--- src/hw/nibble_alu_pkg.sv ---
// constants, opcodes and register map of the nibble alu and skip datapath
package nibble_alu_pkg;

    // instruction codes presented on the issue port
    typedef enum logic [4:0] {
        OP_NOP             = 5'h00,
        OP_LOAD_IMM        = 5'h01,
        OP_TABLE_READ      = 5'h02,
        OP_ADD_MEM         = 5'h03,
        OP_ADD_MEM_CARRY   = 5'h04,
        OP_ADD_IMM         = 5'h05,
        OP_AND_MEM         = 5'h06,
        OP_OR_MEM          = 5'h07,
        OP_SET_CARRY       = 5'h08,
        OP_RESET_CARRY     = 5'h09,
        OP_SKIP_CARRY_ZERO = 5'h0A,
        OP_COMPLEMENT      = 5'h0B,
        OP_ROTATE_RIGHT    = 5'h0C,
        OP_SET_BIT         = 5'h0D,
        OP_RESET_BIT       = 5'h0E,
        OP_SKIP_BIT_ZERO   = 5'h0F,
        OP_SKIP_EQ_MEM     = 5'h10,
        OP_SKIP_EQ_IMM     = 5'h11
    } op_e;

    // table read sequencer, gray along idle -> wait
    typedef enum logic [1:0] {
        ST_IDLE = 2'h0,
        ST_WAIT = 2'h1
    } tbl_state_e;

    // register map, byte addresses
    localparam logic [3:0] REG_CTRL       = 4'h0;
    localparam logic [3:0] REG_STATE      = 4'h4;
    localparam logic [3:0] REG_PAGE_OFS   = 4'h8;

    // field positions in the state and control registers
    localparam int ACC_LSB   = 0;
    localparam int AUX_LSB   = 4;
    localparam int OFS_LSB   = 8;
    localparam int CARRY_BIT = 12;
    localparam int SKIP_BIT  = 13;
    localparam int BUSY_BIT  = 14;
    localparam int UPPER_FLAG_BIT = 0;

    // values after reset
    localparam logic [3:0] ACC_RST   = 4'h0;
    localparam logic [3:0] AUX_RST   = 4'h0;
    localparam logic [2:0] OFS_RST   = 3'h0;
    localparam logic       CARRY_RST = 1'b0;
    localparam logic       UPPER_FLAG_RST = 1'b0;

endpackage

--- src/hw/nibble_alu_datapath.sv ---
// nibble alu datapath: issue port, skip control, table read sequencer and register port
//
// Local design decisions: the address map and the address-and-strobe port.
module nibble_alu_datapath (
    input  wire logic        clk_sys_i,      // system clock, 25 MHz
    input  wire logic        rstn_i,         // asynchronous reset, active low
    input  wire logic        instr_valid_i,  // instruction offered
    input  wire logic [4:0]  instr_op_i,     // instruction code
    input  wire logic [4:0]  instr_arg_i,    // immediate n, bit j or page p
    output logic             instr_ready_o,  // instruction can be taken
    input  wire logic [3:0]  mem_rdata_i,    // nibble at the data pointer
    output logic             mem_we_o,       // write memory nibble, one cycle
    output logic [3:0]       mem_wdata_o,    // nibble to write
    output logic             rom_req_o,      // rom table fetch, one cycle
    output logic [11:0]      rom_addr_o,     // page and offset of the fetch
    input  wire logic        rom_valid_i,    // rom word returned
    input  wire logic [9:0]  rom_data_i,     // rom word
    output logic             stack_hold_o,   // one stack level in use
    output logic             skip_o,         // next instruction will be skipped
    output logic [3:0]       acc_o,          // accumulator
    output logic [3:0]       aux_o,          // auxiliary nibble register
    output logic [2:0]       page_ofs_o,     // page-offset register
    output logic             carry_flag_o,   // carry flag
    input  wire logic [3:0]  reg_addr_i,     // register byte address
    input  wire logic [31:0] reg_wdata_i,    // register write data
    input  wire logic        reg_we_i,       // register write strobe
    input  wire logic        reg_re_i,       // register read strobe
    output logic [31:0]      reg_rdata_o     // read data, cycle after the strobe
);

    ////////////////////////////////////////////////////////////////////////////
    // state

    typedef struct packed {
        nibble_alu_pkg::tbl_state_e fsm;
        logic [3:0]                 acc;
        logic [3:0]                 aux;
        logic [2:0]                 ofs;
        logic                       carry;
        logic                       skip;
        logic                       prev_load;
        logic                       upper_table_bits_flag;
        logic                       ready;
        logic                       mem_we;
        logic [3:0]                 mem_wdata;
        logic                       rom_req;
        logic [11:0]                rom_addr;
        logic                       stack_hold;
        logic [31:0]                rdata;
    } state_s;

    state_s r_r;
    state_s r_nxt;

    logic       take;
    logic       is_load;
    logic       chained;
    logic       exec;
    logic [3:0] alu_acc;
    logic       alu_carry;
    logic [3:0] alu_mem;
    logic       alu_mem_we;
    logic       alu_skip;

    // an instruction is taken only when offered and ready
    assign take    = instr_valid_i & r_r.ready;
    assign is_load = (instr_op_i == 5'(nibble_alu_pkg::OP_LOAD_IMM));
    assign chained = is_load & r_r.prev_load;
    assign exec    = take & ~r_r.skip & ~chained;

    ////////////////////////////////////////////////////////////////////////////
    // alu

    nibble_alu_core u_alu (
        .op_i     (instr_op_i),
        .acc_i    (r_r.acc),
        .mem_i    (mem_rdata_i),
        .carry_i  (r_r.carry),
        .imm_i    (instr_arg_i[3:0]),
        .acc_o    (alu_acc),
        .carry_o  (alu_carry),
        .mem_o    (alu_mem),
        .mem_we_o (alu_mem_we),
        .skip_o   (alu_skip)
    );

    ////////////////////////////////////////////////////////////////////////////
    // next state

    // issue, skip, table sequencing and register port in one place
    always_comb begin
        r_nxt = r_r;
        r_nxt.mem_we = 1'b0;
        r_nxt.rom_req = 1'b0;
        r_nxt.ready = (r_r.fsm == nibble_alu_pkg::ST_IDLE);
        r_nxt.rdata = 32'h0;
        case (r_r.fsm)
            nibble_alu_pkg::ST_IDLE: begin
                if (take) begin
                    // any taken load, run or not, extends a load chain
                    r_nxt.prev_load = is_load;
                    // a skip flag is used up by exactly one instruction
                    r_nxt.skip = 1'b0;
                    if (exec) begin
                        if (instr_op_i == 5'(nibble_alu_pkg::OP_TABLE_READ)) begin
                            r_nxt.rom_addr = {instr_arg_i, r_r.ofs, r_r.acc};
                            r_nxt.rom_req = 1'b1;
                            r_nxt.stack_hold = 1'b1;
                            r_nxt.ready = 1'b0;
                            r_nxt.fsm = nibble_alu_pkg::ST_WAIT;
                        end else begin
                            r_nxt.acc = alu_acc;
                            r_nxt.carry = alu_carry;
                            r_nxt.skip = alu_skip;
                            r_nxt.mem_we = alu_mem_we;
                            r_nxt.mem_wdata = alu_mem;
                            // hold off one cycle so the memory write lands first
                            if (alu_mem_we) begin
                                r_nxt.ready = 1'b0;
                            end
                        end
                    end
                end
            end
            nibble_alu_pkg::ST_WAIT: begin
                r_nxt.ready = 1'b0;
                if (rom_valid_i) begin
                    r_nxt.aux = rom_data_i[7:4];
                    r_nxt.acc = rom_data_i[3:0];
                    if (r_r.upper_table_bits_flag) begin
                        r_nxt.ofs = {1'b0, rom_data_i[9:8]};
                    end
                    r_nxt.stack_hold = 1'b0;
                    r_nxt.ready = 1'b1;
                    r_nxt.fsm = nibble_alu_pkg::ST_IDLE;
                end
            end
            default: begin
                r_nxt.fsm = nibble_alu_pkg::ST_IDLE;
                r_nxt.stack_hold = 1'b0;
            end
        endcase
        // register writes; the page offset may be preset by software
        if (reg_we_i) begin
            case (reg_addr_i)
                nibble_alu_pkg::REG_CTRL: r_nxt.upper_table_bits_flag = reg_wdata_i[nibble_alu_pkg::UPPER_FLAG_BIT];
                nibble_alu_pkg::REG_PAGE_OFS: begin
                    if (!(r_r.fsm == nibble_alu_pkg::ST_WAIT && rom_valid_i && r_r.upper_table_bits_flag)) begin
                        r_nxt.ofs = reg_wdata_i[2:0];
                    end
                end
                default: ;
            endcase
        end
        // register reads, unmapped addresses read zero
        if (reg_re_i) begin
            case (reg_addr_i)
                nibble_alu_pkg::REG_CTRL:     r_nxt.rdata[nibble_alu_pkg::UPPER_FLAG_BIT] = r_r.upper_table_bits_flag;
                nibble_alu_pkg::REG_STATE: begin
                    r_nxt.rdata[nibble_alu_pkg::ACC_LSB +: 4] = r_r.acc;
                    r_nxt.rdata[nibble_alu_pkg::AUX_LSB +: 4] = r_r.aux;
                    r_nxt.rdata[nibble_alu_pkg::OFS_LSB +: 3] = r_r.ofs;
                    r_nxt.rdata[nibble_alu_pkg::CARRY_BIT]    = r_r.carry;
                    r_nxt.rdata[nibble_alu_pkg::SKIP_BIT]     = r_r.skip;
                    r_nxt.rdata[nibble_alu_pkg::BUSY_BIT]     = r_r.stack_hold;
                end
                nibble_alu_pkg::REG_PAGE_OFS: r_nxt.rdata[2:0] = r_r.ofs;
                default: ;
            endcase
        end
    end

    ////////////////////////////////////////////////////////////////////////////
    // registers

    // the whole state in one flop bank
    always_ff @(posedge clk_sys_i or negedge rstn_i) begin
        if (!rstn_i) begin
            r_r.fsm        <= nibble_alu_pkg::ST_IDLE;
            r_r.acc        <= nibble_alu_pkg::ACC_RST;
            r_r.aux        <= nibble_alu_pkg::AUX_RST;
            r_r.ofs        <= nibble_alu_pkg::OFS_RST;
            r_r.carry      <= nibble_alu_pkg::CARRY_RST;
            r_r.skip       <= 1'b0;
            r_r.prev_load  <= 1'b0;
            r_r.upper_table_bits_flag <= nibble_alu_pkg::UPPER_FLAG_RST;
            r_r.ready      <= 1'b0;
            r_r.mem_we     <= 1'b0;
            r_r.mem_wdata  <= 4'h0;
            r_r.rom_req    <= 1'b0;
            r_r.rom_addr   <= 12'h000;
            r_r.stack_hold <= 1'b0;
            r_r.rdata      <= 32'h0;
        end else begin
            r_r <= r_nxt;
        end
    end

    // outputs straight from the flop bank
    assign instr_ready_o = r_r.ready;
    assign mem_we_o      = r_r.mem_we;
    assign mem_wdata_o   = r_r.mem_wdata;
    assign rom_req_o     = r_r.rom_req;
    assign rom_addr_o    = r_r.rom_addr;
    assign stack_hold_o  = r_r.stack_hold;
    assign skip_o        = r_r.skip;
    assign acc_o         = r_r.acc;
    assign aux_o         = r_r.aux;
    assign page_ofs_o    = r_r.ofs;
    assign carry_flag_o  = r_r.carry;
    assign reg_rdata_o   = r_r.rdata;

    // helper values sampled by the checks
    logic [4:0] chk_sum_mem;
    logic [4:0] chk_sum_carry;
    logic [4:0] chk_sum_imm;
    logic [3:0] chk_imm;
    logic [3:0] chk_mask;
    assign chk_sum_mem   = {1'b0, r_r.acc} + {1'b0, mem_rdata_i};
    assign chk_sum_carry = chk_sum_mem + {4'h0, r_r.carry};
    assign chk_imm       = instr_arg_i[3:0];
    assign chk_sum_imm   = {1'b0, r_r.acc} + {1'b0, chk_imm};
    assign chk_mask      = 4'h1 << instr_arg_i[1:0];
endmodule

--- src/hw/nibble_alu_core.sv ---
// combinational nibble alu: results, carry and skip decision for one instruction
module nibble_alu_core (
    input  wire logic [4:0] op_i,       // instruction code
    input  wire logic [3:0] acc_i,      // accumulator
    input  wire logic [3:0] mem_i,      // nibble at the data pointer
    input  wire logic       carry_i,    // carry flag
    input  wire logic [3:0] imm_i,      // immediate n or bit index j
    output logic      [3:0] acc_o,      // new accumulator
    output logic            carry_o,    // new carry
    output logic      [3:0] mem_o,      // new memory nibble
    output logic            mem_we_o,   // memory nibble is written
    output logic            skip_o      // skip the next instruction
);
    logic [4:0] sum;
    logic [3:0] bit_mask;

    // one adder serves all three additions
    always_comb begin
        sum = {1'b0, acc_i} + {1'b0, (op_i == 5'(nibble_alu_pkg::OP_ADD_IMM)) ? imm_i : mem_i}
              + {4'h0, (op_i == 5'(nibble_alu_pkg::OP_ADD_MEM_CARRY)) & carry_i};
        bit_mask = 4'h1 << imm_i[1:0];
        acc_o = acc_i;
        carry_o = carry_i;
        mem_o = mem_i;
        mem_we_o = 1'b0;
        skip_o = 1'b0;
        case (op_i)
            5'(nibble_alu_pkg::OP_LOAD_IMM):        acc_o = imm_i;
            5'(nibble_alu_pkg::OP_ADD_MEM):         acc_o = sum[3:0];
            5'(nibble_alu_pkg::OP_ADD_MEM_CARRY): begin
                acc_o = sum[3:0];
                carry_o = sum[4];
            end
            5'(nibble_alu_pkg::OP_ADD_IMM): begin
                acc_o = sum[3:0];
                skip_o = ~sum[4];
            end
            5'(nibble_alu_pkg::OP_AND_MEM):         acc_o = acc_i & mem_i;
            5'(nibble_alu_pkg::OP_OR_MEM):          acc_o = acc_i | mem_i;
            5'(nibble_alu_pkg::OP_SET_CARRY):       carry_o = 1'b1;
            5'(nibble_alu_pkg::OP_RESET_CARRY):     carry_o = 1'b0;
            5'(nibble_alu_pkg::OP_SKIP_CARRY_ZERO): skip_o = ~carry_i;
            5'(nibble_alu_pkg::OP_COMPLEMENT):      acc_o = ~acc_i;
            5'(nibble_alu_pkg::OP_ROTATE_RIGHT): begin
                acc_o = {carry_i, acc_i[3:1]};
                carry_o = acc_i[0];
            end
            5'(nibble_alu_pkg::OP_SET_BIT): begin
                mem_o = mem_i | bit_mask;
                mem_we_o = 1'b1;
            end
            5'(nibble_alu_pkg::OP_RESET_BIT): begin
                mem_o = mem_i & ~bit_mask;
                mem_we_o = 1'b1;
            end
            5'(nibble_alu_pkg::OP_SKIP_BIT_ZERO):   skip_o = ~|(mem_i & bit_mask);
            5'(nibble_alu_pkg::OP_SKIP_EQ_MEM):     skip_o = (acc_i == mem_i);
            5'(nibble_alu_pkg::OP_SKIP_EQ_IMM):     skip_o = (acc_i == imm_i);
            default: ;
        endcase
    end
endmodule

--- config.mk ---
export PLATFORM = sky130hd
export DESIGN_NAME = nibble_alu_datapath
export DESIGN_NICKNAME = d
export VERILOG_FILES = /design/src/hw/nibble_alu_pkg.sv /design/src/hw/nibble_alu_datapath.sv /design/src/hw/nibble_alu_core.sv
export SDC_FILE = /design/constraint.sdc
export NUM_CORES = 1
export LEC_CHECK = 0
export ABC_AREA = 0
export BUFFER_PORTS_ARGS = -buffer_cell sky130_fd_sc_hd__buf_2
export CAP_MARGIN = 20
export CELL_PAD_IN_SITES_DETAIL_PLACEMENT = 1
export CELL_PAD_IN_SITES_GLOBAL_PLACEMENT = 1
export CORE_ASPECT_RATIO = 1.75
export CORE_UTILIZATION = 39
export DETAILED_ROUTE_END_ITERATION = 8
export PLACE_DENSITY_LB_ADDON = 0.1
export RECOVER_POWER = 100
export SLEW_MARGIN = 10
export SYNTH_ARGS = -nofsm -noshare
export SYNTH_HDL_FRONTEND = slang
export SYNTH_SLANG_ARGS = --single-unit
--- constraint.sdc ---
create_clock -name clk_sys_i -period 4.4 [get_ports clk_sys_i]
set_input_delay 0.66 -clock clk_sys_i [delete_from_list [all_inputs] [get_ports clk_sys_i]]
set_output_delay 0.66 -clock clk_sys_i [all_outputs]
set_load 0.005 [all_outputs]
---- After elaboration in Yosys (flattened, before gate mapping) ----
Index checks and enable logic that the tools add are counted.
word-level totals
  flip-flop bits (word level) ............. 51
  bits in latches ......................... 0
  RAM bits ................................ 0
  bits in read-only memories .............. 0
  logic and storage cells ................. 118
  memories kept ........................... 0
operators by class
  add/sub/neg operators ................... 2
  multipliers ............................. 0
  div/mod/pow operators ................... 0
  magnitude comparators ................... 0
  equal/unequal tests ..................... 28
  shift-type cells ........................ 1
  muxes and demuxes ....................... 37
  bitwise operators ....................... 17
  reduce and logical (&&, ||, !) cells .... 18
operators with widths
  operator              number
  $eq A5 B4 Y1 const B  8
  $mux W20              2
  $pmux W4 S6           1
  $mux W3               7
  $eq A5 B3 Y1 const B  4
  $mux W18              1
  $pmux W4 S2           2
  $mux W14              1
  $mux W13              1
  $and A4 B4 Y4         3
  $mux W6               2
  $reduce_and A4 Y1     3
  $mux W11              1
  $eq A5 B2 Y1 const B  2
  $eq A5 B5 Y1 const B  2
  $eq A4 B4 Y1          2
  $mux W4               2
  $mux W8               1
  $ne A2 B2 Y1 const B  4
  $not A4 Y4            2
  $or A4 B4 Y4          2
  $pmux W2 S2           2
  $mux W1               7
  $ne A7 B3 Y1 const B  1
  other kinds (28)      40

---- Logic depth before layout (Yosys ltp) ----
  depth after elaboration ................. 9
  gate-level depth with buffers ........... 12
  gate-level depth less buffers ........... 11

---- Cells and area by module ----
From an unflattened synthesis, not the netlist that was laid out.
unflattened totals
  cells, all modules ...................... 356
  area, all modules ....................... 3457.1 um2
modules (own cells, without submodules)
  module               instances  cells an instance  area an instance (um2)
  nibble_alu_datapath  1          211                2473.6
  nibble_alu_core      1          145                983.4

---- Least setup slack after synthesis ----
No wires, ideal clock.
  path kind ............................... in2reg
  start point ............................. input instr_op_i[1]
  end point ............................... register r_r, in the netlist acc_o[1]
  arrival time ............................ 3.210 ns
  data required time ...................... 4.313 ns
  setup slack ............................. 1.103 ns
  stages .................................. 12
  path buffers ............................ 1
  path through ............................ nand2b_1 > or3_1 > clkbuf_1 > mux2_2 > fa_1 > inv_1 > fa_1 > nor2b_1 > a221o_1 > o211ai_1 > o211ai_1 > o211ai_1
on the way
  word-level cells in the longest chain between the ends .. 9
  elaborated cells between the ends (all ways) .. 26
  those cells by class .................... add/sub (2); eq/ne (12); mux (6); bitwise (4); reduce/logical (2)
RTL lines
  element               RTL line                                      source
  start, declared       nibble_alu_datapath.sv:8                      input wire logic [4:0] instr_op_i,
  $eq A5 B3 Y1          nibble_alu_core.sv:19, nibble_alu_core.sv:27
  $mux W4               nibble_alu_core.sv:19                         sum = {1'b0, acc_i} + {1'b0, (op_i == 5'(nibble_alu_pkg::OP_ADD_IMM)) ? imm_i : mem_i}
  $add A4 B4 Y5         nibble_alu_core.sv:19
  $add A5 B1 Y5         nibble_alu_core.sv:20                         + {4'h0, (op_i == 5'(nibble_alu_pkg::OP_ADD_MEM_CARRY)) & carry_i};
  $pmux W4 S6           nibble_alu_core.sv:27                         case (op_i)
  $mux W4               nibble_alu_datapath.sv:105                    if (instr_op_i == 5'(nibble_alu_pkg::OP_TABLE_READ)) begin
  $mux W6               nibble_alu_datapath.sv:104                    if (exec) begin
  $mux W6               nibble_alu_datapath.sv:99                     if (take) begin
  $pmux W4 S2           nibble_alu_datapath.sv:97                     case (r_r.fsm)
  end signal, assigned  nibble_alu_datapath.sv:195                    r_r <= r_nxt;
  end, declared         nibble_alu_datapath.sv:52                     state_s r_r;
Several ways; a longest one is shown, not always the timed one. The select of a mux whose other input is x is not followed.
A chain may end at the register's enable or synchronous reset.

---- Final worst setup path ----
  start point ............................. input instr_op_i[0]
  end point ............................... register r_r, in the netlist acc_o[1]
Same word-level chain as after synthesis.

==> flow_metrics.py <==
metrics = {
    "outcome": {
        "outcome": "finished with violations",
        "violations": "capacitance limit, slew limit",
    },
    "floorplanning": {
        "coreArea_um2": 8370,
        "initial_utilization_pct": 40.7,
        "die_area_um2": 9130,
        "die-height_um": 126,
        "die_w_um": 72.7,
        "rows": 44,
        "io-pin-count": 131,
    },
    "routing": {
        "met1_length_um": 3240,
        "drtAntennaViolNets": 0,
        "wirelength_um": 8640,
        "highest_layer": "met4",
        "first_pass_iters": 4,
        "drc": 0,
        "wl_met2_um": 4580,
        "drtIter0Drc": 95,
        "viasPerCell": 5.22,
        "wl_per_cell_um": 17.3,
        "vias": 2606,
        "wl_met3_um": 315,
    },
    "cts": {
        "insertion_delay_ns": 0.29,
        "cts_resized": 0,
        "clk_pin_slew_ns": 0.07,
        "clock_path_buffers": 2,
        "cts_made_buffers": 5,
        "cts_setup_buffers": 0,
        "holdBufCountCts": 0,
        "cts_max_level": 2,
        "root_buffer": "clkbuf_16",
        "cts.sink_count": 50,
        "cts_tree": "yes",
    },
    "sta": {
        "slew_headroom_pct": -76.8,
        "worst_pin_slew_ns": 2.65,
        "layout_min_cycle_time_ns": 3.41,
        "clock.fmax_mhz": 293,
        "finalCritPeriodShare_pct": 77.4,
        "skew_ns": 0.00527,
        "finalSetupViolations": 0,
        "rsz0062_at_grt": "no",
        "drv_slew": 51,
        "fin_tns_setup_ns": 0,
        "final-hold-violation-count": 0,
    },
    "worst_setup_path": {
        "cp_cell_sequence": "clkbuf_1 -> clkbuf_1 -> nor2_1 -> nand2_1 -> nor3_1 -> fa_1 -> inv_1 -> fa_1 -> nor2b_1 -> a221o_1 -> o211ai_1 -> o211ai_1 -> o211ai_1",
        "cpMostUsedCell": "o211ai_1",
        "startpoint_type": "input pin",
        "critical_path.top_delay_family": "buffers and inverters",
        "cp_max_fo": 23,
        "critPathKind": "in -> reg",
        "cp-end-kind": "flip-flop",
        "critPathRequiredTime_ns": 4.62,
        "cpMaxStageDelayCell": "clkbuf_1",
        "cp.arrival_ns": 3.62,
        "slowest_delay_ns": 0.77,
        "critPathBufInv": 3,
    },
    "pwr": {
        "leakage_nw": 1.75,
        "powerDensity_nw_per_um2": 379,
        "p_total_w": 0.00138,
        "ir_drop_v": 0.000166,
    },
    "placed_design": {
        "hpwl_um": 6650,
        "gp_congestion": 0.827,
        "portBuffers": 83,
    },
    "min_path": {
        "hold_path_class": "reg -> reg",
    },
    "global_route": {
        "grt_pass1_wl_um": 13900,
        "grt_start_max_net_pins": 51,
        "grt_pass1_vias": 2718,
        "grt_overflow": 0,
        "grt_usage_pct": 20.0,
        "antenna_found_initial": 0,
    },
    "final_layout": {
        "area_delta_synth_final_pct": 6.50,
        "num-fill-cells": 1023,
        "nets": 454,
        "num_antenna_cells": 0,
        "drive_above_1_share_pct": 24.5,
    },
    "synthesis": {
        "yosysUniqueCellTypes": 65,
        "syn-cell-area_um2": 3410,
        "yosys_warnings": 0,
        "synth-main-ff-cell": "dfrtp_1",
        "seq_area_frac_synth_pct": 36.7,
        "ys_async_sr_fraction_pct": 100,
        "synth_seq_cells": 50,
        "syn_inst": 349,
        "synth-edff-count": 0,
        "synth_area_per_cell_um2": 9.77,
    },
    "run": {
        "drv_cap": 1,
    },
}
-- power breakdown --
group	switching (W)	internal, W
clock network	0.000180	0.000272
registers	0.0000745	0.000524
logic	0.000173	0.000151
total	0.000428	0.000948
-- worst paths after layout --
| check | slack (ns) | cells after the start | start | to |
|---|---|---|---|---|
| max in group asynchronous | 1.61 | 2 | rstn_i | reg_rdata_o[7] |
| hold reg to reg | 0.48 | 1 | mem_wdata_o[1] | mem_wdata_o[1] |
| setup / recovery | 0.99 | 13 | instr_op_i[0] | acc_o[1] |
| hold / removal | 0.48 | 1 | mem_wdata_o[1] | mem_wdata_o[1] |
| setup reg to reg | 1.84 | 5 | r_r[67] | carry_flag_o |
| min in group asynchronous | 1.29 | 2 | rstn_i | page_ofs_o[1] |
-- synthesized netlist by cell type (2+ instances only) --
master     n  share of area [%]
o21ai_0   13                1.9
dfrtp_1   50                 37
a32oi_1    4                1.0
o221ai_1   2               0.51
xnor2_1    5                1.3
buf_1      3               0.33
o211ai_1   5                1.1
buf_2      5               0.73
a31oi_1    4               0.73
buf_4     59                 13
buf_6      2               0.66
nor4_1     3               0.55
a21oi_1   11                1.6
xor2_1     5                1.3
nand3b_1   2               0.44
nor3_1     2               0.29
or3_1      2               0.37
fa_1       2                1.2
and3_1     3               0.55
mux2i_1    7                2.1
nand2_1   20                2.2
and2_1    11                2.0
a211oi_1   5                1.1
nand2b_1   8                1.5
o211a_1    2               0.59
nand4_1    3               0.55
mux2_4     2               0.88
clkbuf_1   8               0.88
a21o_1     6                1.3
o22ai_1    2               0.37
a22oi_1    2               0.44
nor2_1    17                1.9
mux2_2    18                5.9
nor2b_1   10                1.8
ha_1       3                1.1
nand3_1    6               0.88
inv_1      9               0.99
-- sequential cells by signal, indices dropped and copies added, names as in the netlist --
| name | flops |
|---|---|
| mem_we_o | 1 |
| r_r | 3 |
| acc_o | 4 |
| rom_addr_o | 12 |
| mem_wdata_o | 4 |
| page_ofs_o | 3 |
| skip_o | 1 |
| reg_rdata_o | 14 |
| carry_flag_o | 1 |
| stack_hold_o | 1 |
| rom_req_o | 1 |
| aux_o | 4 |
| instr_ready_o | 1 |
-- layout make-up --
class / count / area (um2) / share of cell area (%)
tap: 115 / 144 / 3.96
clock buffer: 5 / 125 / 3.45
sequential: 50 / 1250 / 34.5
clock inverter: 3 / 48.8 / 1.34
timing repair buffer: 88 / 414 / 11.4
inverter: 9 / 33.8 / 0.931
multi-input combinational: 229 / 1610 / 44.4
-- logic make-up after synthesis --
kind of cell	synth area share [%]
AO/OA/AOI/OAI	15.4
XOR/XNOR	2.57
adder cells (fa/ha/maj)	2.57
buffers and inverters	17.0
flip-flops	36.7
multiplexers	9.54
other	0.110
AND/OR/NAND/NOR	16.1
-- cells in the final DEF, fill, tap and decap left out, drive strengths merged, types with 3 or more instances in the layout --
master / netlist / layout
buf: 70 / 61
dfrtp: 50 / 50
clkbuf: 8 / 32
nand2: 22 / 22
mux2: 20 / 20
conb: 1 / 18
nor2: 17 / 17
o21ai: 13 / 13
and2: 12 / 12
a21oi: 11 / 11
nor2b: 10 / 10
inv: 9 / 10
nand2b: 8 / 8
mux2i: 7 / 7
nand3: 6 / 6
a21o: 6 / 6
a211oi: 6 / 6
xor2: 5 / 5
xnor2: 5 / 5
o211ai: 5 / 5
a32oi: 4 / 4
a31oi: 4 / 4
and3: 3 / 3
nor4: 3 / 3
nand4: 3 / 3
ha: 3 / 3
nor3: 3 / 3
nand3b: 3 / 3
-- metrics by stage --
stage	setup WS, ns	hold WS (ns)	util (%)	instance area (um2)	instances
3_5_place_dp	0.711	0.461	42.1	3520	491
5_1_grt	0.714	0.504	43.4	3630	499
4_1_cts	1.01	0.477	44.2	3700	499
3_3_place_gp	0.758	0.460	42.1	3520	491
6_report	0.993	0.476	43.4	3630	499
2_1_floorplan	1.10	0.364	-	3470	366
-- layer usage --
| layer | track usage [%] | up-vias |
|---|---|---|
| met5 | 0 | - |
| met3 | 1.36 | 28 |
| li1 | - | 1210 |
| met4 | 13.5 | 0 |
| met1 | 21.8 | 1285 |
| met2 | 35.8 | 83 |
No activity file was read; power rests on OpenSTA's default activity.
